[src/tfc_pkg.sv]
// package for the thermal fan configuration bank
`default_nettype none
package tfc_pkg;
    localparam logic [7:0] TFC_ADDR_CFG = 8'h7d;
    localparam logic [7:0] TFC_ADDR_TEST_A = 8'h7e;
    localparam logic [7:0] TFC_ADDR_TEST_B = 8'h7f;
    localparam logic [7:0] TFC_ADDR_TEST_C = 8'h80;
    localparam logic [7:0] TFC_ADDR_LOCK = 8'hc0;
    localparam logic [7:0] TFC_ADDR_IRQ_STAT = 8'hc1;
    localparam logic [7:0] TFC_ADDR_IRQ_MASK = 8'hc2;
    localparam logic [7:0] TFC_RST_CFG = 8'h00;
    localparam logic [7:0] TFC_RST_TEST_A = 8'h00;
    localparam logic [7:0] TFC_RST_TEST_B = 8'h00;
    localparam logic [7:0] TFC_RST_TEST_C = 8'h10;
    localparam int TFC_BIT_ROLE_LO = 0;
    localparam int TFC_BIT_ROLE_HI = 1;
    localparam int TFC_BIT_OT_OFF = 2;
    localparam int TFC_BIT_FAN_TGT = 3;
    localparam int TFC_BIT_SCOPE = 4;
    localparam int TFC_BIT_BYPASS = 5;
    localparam int TFC_BIT_LOCK = 0;
    // interrupt status bits
    localparam int TFC_IRQ_LIMIT = 0;
    localparam int TFC_IRQ_LOCKED_WR = 1;
    localparam logic [7:0] TFC_FULL_DUTY = 8'hff;
    typedef enum logic [1:0] {
        TFC_ROLE_FAN_TACH = 2'b00,
        TFC_ROLE_THERMAL_LIMIT_PIN_PIN = 2'b01,
        TFC_ROLE_BUS_ALERT = 2'b10,
        TFC_ROLE_GPIO = 2'b11
    } tfc_role_e;
endpackage
`default_nettype wire

[src/tfc_sync.sv]
// two flip-flop synchroniser, one per bit
`default_nettype none
module tfc_sync #(
    parameter int W = 1
) (
    input wire logic clk_i,
    input wire logic rst_b_i,
    input wire logic [W-1:0] d_i,
    output logic [W-1:0] q_o
);
    typedef struct packed {
        logic [W-1:0] s1;
        logic [W-1:0] s2;
    } tfc_sync_s;
    tfc_sync_s st_ff;
    tfc_sync_s nxt_st;
    always_comb
    begin
        nxt_st.s1 = d_i;
        nxt_st.s2 = st_ff.s1;
    end
    always_ff @(posedge clk_i or negedge rst_b_i)
    begin
        if (!rst_b_i)
            st_ff <= '0;
        else
            st_ff <= nxt_st;
    end
    assign q_o = st_ff.s2;
endmodule
`default_nettype wire

[src/tfc_bank.sv]
// configuration register bank: pin role, over-temperature output, fan target
// How it works
// - role field routes shared pin: tach, thermal pin, bus alert, gpio
// - bit 2 set disables all over-temperature output on thermal pin
// - fan target clear: all fans full speed when limit exceeded
// - fan target set: each fan to its programmed maximum duty
// - variant bit 4: 0 remote 2 only, 1 remotes 1 and 2
// - bit 5 bypasses cpu-rail attenuator
// - lock bit set makes the configuration register ignore writes
// - configuration register resets to 0x00, pin as fan tach input
// - three factory test registers are read-only, all bits reserved
// - test registers reset to 0x00, 0x00 and 0x10
//
// The address-and-strobe port is this design's own decision.
`default_nettype none
module tfc_bank
    import tfc_pkg::*;
#(
    parameter bit HAS_SCOPE = 1'b1,
    parameter int NFAN = 4
) (
    // clock and reset
    input wire logic clk_i,
    input wire logic rst_b_i,
    // register port
    input wire logic [7:0] addr_i,
    input wire logic [7:0] wdata_i,
    input wire logic wr_i,
    input wire logic rd_i,
    output logic [7:0] rdata_o,
    // thermal limit events from the measurement side, per remote channel
    input wire logic limit_r1_i,
    input wire logic limit_r2_i,
    // programmed maximum duty per fan
    input wire logic [NFAN*8-1:0] fan_max_duty_i,
    input wire logic [NFAN*8-1:0] fan_loop_duty_i,
    output logic [NFAN*8-1:0] fan_duty_o,
    // shared pin, three signal form
    input wire logic shared_pin_i,
    input wire logic gpio_out_i,
    input wire logic bus_alert_i,
    output logic shared_pin_o,
    output logic shared_pin_oe_o,
    output logic fan_four_speed_input_o,
    output logic gpio_in_o,
    // thermal limit pin drive, open drain
    output logic thermal_limit_pin_o,
    output logic thermal_limit_pin_oe_o,
    // configuration for the measurement side
    output logic cpu_rail_attenuator_bypass_o,
    output logic remote_channel_scope_o,
    output logic [1:0] shared_pin_role_select_o,
    // interrupt
    output logic irq_o
);
    typedef struct packed {
        logic [7:0] cfg;
        logic lock;
        logic [7:0] irq_stat;
        logic [7:0] irq_mask;
        logic [7:0] rdata;
    } tfc_bank_s;

    tfc_bank_s st_ff;
    tfc_bank_s nxt_st;
    logic rst_b;
    logic pin_sync;
    logic limit_any;
    logic wr_cfg;
    logic [7:0] cfg_mask;

    // reset enters asynchronously but leaves on the clock
    tfc_sync #(
        .W(1)
    ) u_rst_sync (
        .clk_i(clk_i),
        .rst_b_i(rst_b_i),
        .d_i(1'b1),
        .q_o(rst_b)
    );

    // limit inputs are on the same clock; only the pin is synchronised
    tfc_sync #(
        .W(1)
    ) u_pin_sync (
        .clk_i(clk_i),
        .rst_b_i(rst_b),
        .d_i(shared_pin_i),
        .q_o(pin_sync)
    );

    // writable bits; reserved ones never store
    assign cfg_mask = HAS_SCOPE ? 8'h3f : 8'h2f;
    assign limit_any = limit_r2_i
        | (st_ff.cfg[TFC_BIT_SCOPE] & limit_r1_i);
    assign wr_cfg = wr_i && addr_i == TFC_ADDR_CFG;

    always_comb
    begin
        nxt_st = st_ff;
        if (wr_cfg && !st_ff.lock)
            nxt_st.cfg = wdata_i & cfg_mask;
        if (wr_i && addr_i == TFC_ADDR_LOCK && wdata_i[TFC_BIT_LOCK])
            nxt_st.lock = 1'b1; // sticky until reset
        if (wr_i && addr_i == TFC_ADDR_IRQ_MASK)
            nxt_st.irq_mask = wdata_i;
        if (wr_i && addr_i == TFC_ADDR_IRQ_STAT)
            nxt_st.irq_stat = st_ff.irq_stat & ~wdata_i;
        // set wins over a clear in the same cycle
        if (limit_any)
            nxt_st.irq_stat[TFC_IRQ_LIMIT] = 1'b1;
        if (wr_cfg && st_ff.lock)
            nxt_st.irq_stat[TFC_IRQ_LOCKED_WR] = 1'b1;
        // test registers have no write path at all
        nxt_st.rdata = 8'h00;
        if (rd_i)
        begin
            case (addr_i)
                TFC_ADDR_CFG: nxt_st.rdata = st_ff.cfg;
                TFC_ADDR_TEST_A: nxt_st.rdata = TFC_RST_TEST_A;
                TFC_ADDR_TEST_B: nxt_st.rdata = TFC_RST_TEST_B;
                TFC_ADDR_TEST_C: nxt_st.rdata = TFC_RST_TEST_C;
                TFC_ADDR_LOCK: nxt_st.rdata = {7'h00, st_ff.lock};
                TFC_ADDR_IRQ_STAT: nxt_st.rdata = st_ff.irq_stat;
                TFC_ADDR_IRQ_MASK: nxt_st.rdata = st_ff.irq_mask;
                default: nxt_st.rdata = 8'h00;
            endcase
        end
    end

    always_ff @(posedge clk_i or negedge rst_b)
    begin
        if (!rst_b)
        begin
            st_ff.cfg <= TFC_RST_CFG;
            st_ff.lock <= 1'b0;
            st_ff.irq_stat <= 8'h00;
            st_ff.irq_mask <= 8'h00;
            st_ff.rdata <= 8'h00;
        end
        else
        begin
            st_ff.cfg <= nxt_st.cfg;
            st_ff.lock <= nxt_st.lock;
            st_ff.irq_stat <= nxt_st.irq_stat;
            st_ff.irq_mask <= nxt_st.irq_mask;
            st_ff.rdata <= nxt_st.rdata;
        end
    end

    assign rdata_o = st_ff.rdata;
    assign irq_o = |(st_ff.irq_stat & st_ff.irq_mask);

    // fan override: full speed or programmed maximum during a limit
    genvar g;
    generate
        for (g = 0; g < NFAN; g++)
        begin : g_fan
            // one driver per slice keeps each fan independent
            assign fan_duty_o[g*8 +: 8] = !limit_any
                ? fan_loop_duty_i[g*8 +: 8]
                : (st_ff.cfg[TFC_BIT_FAN_TGT]
                ? fan_max_duty_i[g*8 +: 8]
                : TFC_FULL_DUTY);
        end
    endgenerate

    // shared pin routing
    always_comb
    begin
        shared_pin_o = 1'b0;
        shared_pin_oe_o = 1'b0;
        fan_four_speed_input_o = 1'b0;
        gpio_in_o = 1'b0;
        case (tfc_role_e'(st_ff.cfg[TFC_BIT_ROLE_HI:TFC_BIT_ROLE_LO]))
            TFC_ROLE_FAN_TACH: fan_four_speed_input_o = pin_sync;
            TFC_ROLE_THERMAL_LIMIT_PIN_PIN:
            begin
                shared_pin_o = 1'b0;
                shared_pin_oe_o = limit_any && !st_ff.cfg[TFC_BIT_OT_OFF];
            end
            TFC_ROLE_BUS_ALERT:
            begin
                shared_pin_o = 1'b0;
                shared_pin_oe_o = bus_alert_i;
            end
            TFC_ROLE_GPIO:
            begin
                shared_pin_o = gpio_out_i;
                shared_pin_oe_o = 1'b1;
                gpio_in_o = pin_sync;
            end
            default: shared_pin_o = 1'b0;
        endcase
    end

    // open drain: pulls low on a limit unless output is disabled
    assign thermal_limit_pin_o = 1'b0;
    assign thermal_limit_pin_oe_o = limit_any
        && !st_ff.cfg[TFC_BIT_OT_OFF];
    assign cpu_rail_attenuator_bypass_o = st_ff.cfg[TFC_BIT_BYPASS];
    assign remote_channel_scope_o = st_ff.cfg[TFC_BIT_SCOPE];
    assign shared_pin_role_select_o = st_ff.cfg[TFC_BIT_ROLE_HI:TFC_BIT_ROLE_LO];

    property p_lock_holds;
        @(posedge clk_i) disable iff (!rst_b)
        (st_ff.lock && wr_cfg) |=> $stable(st_ff.cfg);
    endproperty
    a_lock_holds: assert property (p_lock_holds)
        else $error("locked configuration register changed");

    property p_write_stores;
        @(posedge clk_i) disable iff (!rst_b)
        (!st_ff.lock && wr_cfg) |=> st_ff.cfg == ($past(wdata_i) & cfg_mask);
    endproperty
    a_write_stores: assert property (p_write_stores)
        else $error("configuration write not stored");

    property p_full_speed;
        @(posedge clk_i) disable iff (!rst_b)
        (limit_any && !st_ff.cfg[TFC_BIT_FAN_TGT]) |->
            fan_duty_o[7:0] == TFC_FULL_DUTY;
    endproperty
    a_full_speed: assert property (p_full_speed)
        else $error("fan not at full speed on limit");

    property p_max_duty;
        @(posedge clk_i) disable iff (!rst_b)
        (limit_any && st_ff.cfg[TFC_BIT_FAN_TGT]) |->
            fan_duty_o[7:0] == fan_max_duty_i[7:0];
    endproperty
    a_max_duty: assert property (p_max_duty)
        else $error("fan not at programmed maximum on limit");

    property p_ot_off;
        @(posedge clk_i) disable iff (!rst_b)
        st_ff.cfg[TFC_BIT_OT_OFF] |-> !thermal_limit_pin_oe_o
            && !(shared_pin_role_select_o == TFC_ROLE_THERMAL_LIMIT_PIN_PIN
            && shared_pin_oe_o);
    endproperty
    a_ot_off: assert property (p_ot_off)
        else $error("thermal pin driven while disabled");

    property p_test_c;
        @(posedge clk_i) disable iff (!rst_b)
        (rd_i && addr_i == TFC_ADDR_TEST_C) |=> rdata_o == TFC_RST_TEST_C;
    endproperty
    a_test_c: assert property (p_test_c)
        else $error("test register three read wrong");

    property p_reserved_zero;
        @(posedge clk_i) disable iff (!rst_b)
        st_ff.cfg[7:6] == 2'b00;
    endproperty
    a_reserved_zero: assert property (p_reserved_zero)
        else $error("reserved configuration bits set");

    property p_tach_route;
        @(posedge clk_i) disable iff (!rst_b)
        (st_ff.cfg[1:0] == 2'b00) |-> !shared_pin_oe_o;
    endproperty
    a_tach_route: assert property (p_tach_route)
        else $error("shared pin driven in tach role");

    property p_bypass;
        @(posedge clk_i) disable iff (!rst_b)
        (!st_ff.lock && wr_cfg && wdata_i[TFC_BIT_BYPASS]) |=>
            cpu_rail_attenuator_bypass_o;
    endproperty
    a_bypass: assert property (p_bypass)
        else $error("bypass output mismatch");

    property p_lock_flag;
        @(posedge clk_i) disable iff (!rst_b)
        (st_ff.lock && wr_cfg) |=> st_ff.irq_stat[TFC_IRQ_LOCKED_WR];
    endproperty
    a_lock_flag: assert property (p_lock_flag)
        else $error("refused write not flagged");

    property p_thermal_limit_pin_drive;
        @(posedge clk_i) disable iff (!rst_b)
        (limit_any && !st_ff.cfg[TFC_BIT_OT_OFF]) |->
            thermal_limit_pin_oe_o && !thermal_limit_pin_o;
    endproperty
    a_thermal_limit_pin_drive: assert property (p_thermal_limit_pin_drive)
        else $error("thermal pin not pulled low on limit");

    property p_scope_only;
        @(posedge clk_i) disable iff (!rst_b)
        (!st_ff.cfg[TFC_BIT_SCOPE] && !limit_r2_i) |->
            fan_duty_o == fan_loop_duty_i;
    endproperty
    a_scope_only: assert property (p_scope_only)
        else $error("remote 1 limit acted outside its scope");

    property p_test_a;
        @(posedge clk_i) disable iff (!rst_b)
        (rd_i && addr_i == TFC_ADDR_TEST_A) |=> rdata_o == TFC_RST_TEST_A;
    endproperty
    a_test_a: assert property (p_test_a)
        else $error("test register one read wrong");

    property p_test_b;
        @(posedge clk_i) disable iff (!rst_b)
        (rd_i && addr_i == TFC_ADDR_TEST_B) |=> rdata_o == TFC_RST_TEST_B;
    endproperty
    a_test_b: assert property (p_test_b)
        else $error("test register two read wrong");

    property p_thermal_limit_pin_role;
        @(posedge clk_i) disable iff (!rst_b)
        (shared_pin_role_select_o == TFC_ROLE_THERMAL_LIMIT_PIN_PIN && limit_any
            && !st_ff.cfg[TFC_BIT_OT_OFF]) |->
            shared_pin_oe_o && !shared_pin_o;
    endproperty
    a_thermal_limit_pin_role: assert property (p_thermal_limit_pin_role)
        else $error("shared pin not pulled low in thermal role");

    property p_gpio_route;
        @(posedge clk_i) disable iff (!rst_b)
        (shared_pin_role_select_o == TFC_ROLE_GPIO) |->
            shared_pin_oe_o && shared_pin_o == gpio_out_i;
    endproperty
    a_gpio_route: assert property (p_gpio_route)
        else $error("shared pin not driven in gpio role");
endmodule
`default_nettype wire

[config.mk]
export PLATFORM = sky130hd
export DESIGN_NAME = tfc_bank
export DESIGN_NICKNAME = d
export VERILOG_FILES = /design/src/tfc_pkg.sv /design/src/tfc_sync.sv /design/src/tfc_bank.sv
export SDC_FILE = /design/constraint.sdc
export NUM_CORES = 1
export LEC_CHECK = 0
export BUFFER_PORTS_ARGS = -buffer_cell sky130_fd_sc_hd__buf_2
export CORE_UTILIZATION = 42
export DETAILED_ROUTE_END_ITERATION = 12
export PLACE_DENSITY = 0.81
export SLEW_MARGIN = 0
export SYNTH_ARGS = -nofsm -noshare
export SYNTH_HDL_FRONTEND = slang
export SYNTH_SLANG_ARGS = --single-unit
[constraint.sdc]
create_clock -name clk_i -period 1.44 [get_ports clk_i]
set_input_delay 0.072 -clock clk_i [delete_from_list [all_inputs] [get_ports clk_i]]
set_output_delay 0.072 -clock clk_i [all_outputs]
set_load 0.1 [all_outputs]
==> impl_metrics.csv <==
group,metric,value,unit
run_status,status,"finished with violations",
run_status,violations,"negative setup slack",
synthesis,netlist_instances,234,
critical_path,crit_type,"flip-flop to output port",
synthesis,yosys.area.top_type_share,42.2,%
detailed_routing,wire_per_inst,29.2,microns
clock_tree,cts_tree,"done",
sta,fmax,543,MHz
cells_and_area,fillCellCount,142,
clock_tree,clockBufferDepth,2,
die,dieArea,5230,sq um
clock_tree,clk_pin_slew,0.08,ns
power_and_ir_drop,p_comb_share,45.3,%
clock_tree,clock_sink_count,35,
clock_tree,clk-insertion-delay-late,0.30,ns
sta,final.min_clock_period,1.84,ns
detailed_routing,drt-pass1-iter-count,9,
critical_path,cp_common_cell,"buf_12",
critical_path,worstPathRequired,1.37,ns
critical_path,path_delay_family,"compound AO/OA/AOI/OAI gates",
synthesis,yosysUniqueCellTypes,36,
synthesis,yosys-top-cells-count,"38 x nor2_1, 35 x dfrtp_1, 34 x inv_1, 32 x a31oi_1, 14 x mux2_2",
clock_tree,cts_root_buf,"clkbuf_8",
power_and_ir_drop,p_clk_share,22.1,%
cells_and_area,final_util,93.7,%
synthesis,ys_warn_count,0,
place,port_buffers,138,
die,die_w,72.3,microns
sta,fin_crit_sh,128,%
synthesis,synth-seq-area-share,42.2,%
detailed_routing,drt_drc_violations_left,0,
die,start_util,43.7,%
sta,worst_slew_pin_slew,0.776,ns
flow_run,drv_cap,0,
grt,grt_pass1_vias,2709,
power_and_ir_drop,internal-power,1.86,mW
critical_path,worstSetupEndpointType,"output port",
clock_tree,cts_htree_levels,2,
grt,antenna_found_initial,0,
sta,fin_skew,0.0114,ns
sta,hold_ws,0.0190,ns
synthesis,synth_largest_area_cell,"dfrtp_1",
die,core_region_area,4750,sq um
sta,hold_viol_final,0,
die,core.rowCount,25,
critical_path,setup.worst_path.start,"remote_channel_scope_o",
sta,setup_viol,42,
detailed_routing,finalWirelength,13.4,mm
detailed_routing,ant_nets,0,
cells_and_area,area_delta_synth_final,115,%
critical_path,critPathSlowestCell,"dfrtp_4",
worst_hold_path,hold_class,"input port to flip-flop",
synthesis,yosysMostFrequentCell,"nor2_1",
critical_path,startpoint_type,"flip-flop",
place,gp_congestion,0.888,
synthesis,ys_async_sr_fraction,100,%
place,dpl.hpwl,6.34,mm
power_and_ir_drop,swShare,41.9,%
cells_and_area,nets,480,
die,die_height,72.3,microns
sta,finalWorstSetupSlack,-0.403,ns
critical_path,critPathMaxStageDelay,0.51,ns
power_and_ir_drop,p_sw,1.34,mW
synthesis,avgSynthCellArea,8.87,sq um
grt,grt_usage,36.1,%
die,io_pins,140,
clock_tree,cts_made_buffers,5,
sta,slew_violations,0,
critical_path,cp_max_fo,10,
power_and_ir_drop,power_frac_seq,32.6,%
sta,rsz0062_at_grt,"true",
critical_path,cp_num_buf_inv,2,
grt,grt_max_degree,34,
synthesis,ys_ff_latch,35,
critical_path,critPathArrivalTime,1.77,ns
power_and_ir_drop,ir_worst_vdd,742,uV
synthesis,synthFlopType,"dfrtp_1",
critical_path,path_cells,"a21o_4 > buf_12 > a31oi_4 > buf_12",
power_and_ir_drop,p_per_area,719,nW/um^2
critical_path,r2r_start,"st_ff[28]",
power_and_ir_drop,p_leak,2.05,nW
synthesis,netlist_area,2080,sq um
synthesis,synth_area_leaders,"dfrtp_1 42%, a31oi_1 9.6%, mux2_2 7.6%",
synthesis,synth-edff-count,0,
detailed_routing,via_count,3039,
detailed_routing,via_per_inst,6.61,
grt,overflow,0,
grt,grt_pass1_wl,14.0,mm
sta,slew-limit-headroom,48.3,%
detailed_routing,drtIter0Drc,328,
worst_hold_path,hp-start,"wdata_i[4]",
cells_and_area,layout-drive-gt1-share,68.9,%
synthesis,synth_nets,323,
-- power by group through the flow --
stage	clock network, mW	logic [mW]	registers, mW
after floorplan	0	0.849	1.08
after global placement	0	1.22	1.05
after detailed placement	0	1.25	1.06
after CTS	0.683	1.31	1.04
after global routing	0.759	1.48	1.04
final	0.707	1.45	1.04
-- layout by cell type (no fill, tap or decap), types with 2 or more instances in the layout --
master         count
mux2_2            14
nor2_4            19
a22oi_1            8
buf_12            41
dfrtp_2            2
nor2b_1            2
dlygate4sd3_1      5
buf_2             99
a222oi_1           5
nor3b_4            3
nor2_2            14
nor2_1             5
nor3_1             4
clkbuf_1           2
and3_1             2
clkbuf_16          2
a21o_2             2
buf_6              2
dfrtp_1           32
buf_4             21
conb_1             2
a21boi_0           6
a21oi_1            2
clkbuf_8           5
inv_1             34
nand2_1            4
nor4_1             2
a31oi_4           32
-- area by class of cell --
class / count / area (sq um) / area share [%]
inverter: 34 / 128 / 2.86
tap: 67 / 83.8 / 1.88
clock inverter: 1 / 5.00 / 0.112
antenna: 1 / 2.50 / 0.0562
multi-input combinational: 144 / 1650 / 37.1
timing repair buffer: 171 / 1620 / 36.5
sequential: 35 / 882 / 19.8
clock buffer: 7 / 76.3 / 1.71
-- sequential cells by signal (all words and copies together), names as in the netlist --
signal	flops
cpu_rail_attenuator_bypass_o	1
shared_pin_role_select_o	2
u_rst_sync.q_o	1
u_pin_sync.q_o	1
u_rst_sync.nxt_st	1
st_ff	19
rdata_o	8
remote_channel_scope_o	1
u_pin_sync.nxt_st	1
-- stage by stage --
step	TNS (ns)	setup slack [ns]	total power [mW]	std cells	cell area, sq um
floorplan	-15.88	-0.637	1.93	234	2680
global placement	-0.629	-0.0617	2.27	439	4030
detailed placement	-1.77	-0.172	2.30	439	4030
CTS	-8.70	-0.292	3.03	454	4300
global route	-11.70	-0.497	3.28	459	4450
finish	-10.71	-0.403	3.20	460	4460
-- final timing paths --
| path | end | slack (ns) | cells after the start |
|---|---|---|---|
| min in group asynchronous | u_rst_sync.nxt_st[0] | 0.10 | 2 |
| hold reg to reg | st_ff[8] | 0.25 | 1 |
| hold / removal | st_ff[20] | 0.02 | 2 |
| setup reg to reg | rdata_o[3] | -0.02 | 2 |
| max in group asynchronous | remote_channel_scope_o | 0.85 | 1 |
| setup / recovery | fan_duty_o[31] | -0.40 | 4 |
-- kinds of logic (layout without fill, tap and decap cells) --
group,after synthesis,count (layout),share of synthesized area (%)
multiplexers,14,14,7.59
flip-flops,35,35,42.2
XOR/XNOR,1,1,0.422
AO/OA/AOI/OAI,59,61,19.8
other,2,3,0.362
AND/OR/NAND/NOR,66,66,17.2
buffers and inverters,57,213,12.4
-- what timing repair did --
item                                    in CTS  in global routing
endpoints found under the setup margin      35                 44
pin swaps                                    0                  1
cloned                                       2                  4
resized for setup                           38                 17
endpoints found under the hold margin        5                  1
hold buffers                                 4                  1
setup buffers                                1                  0
-- per-layer routing --
layer	part of all wire, %	GRT usage, %
met5	0	0
met4	9.8	20.5
met3	13	9.03
met2	47	64.1
met1	31	39.0
Power figures use the tool's default switching activity.
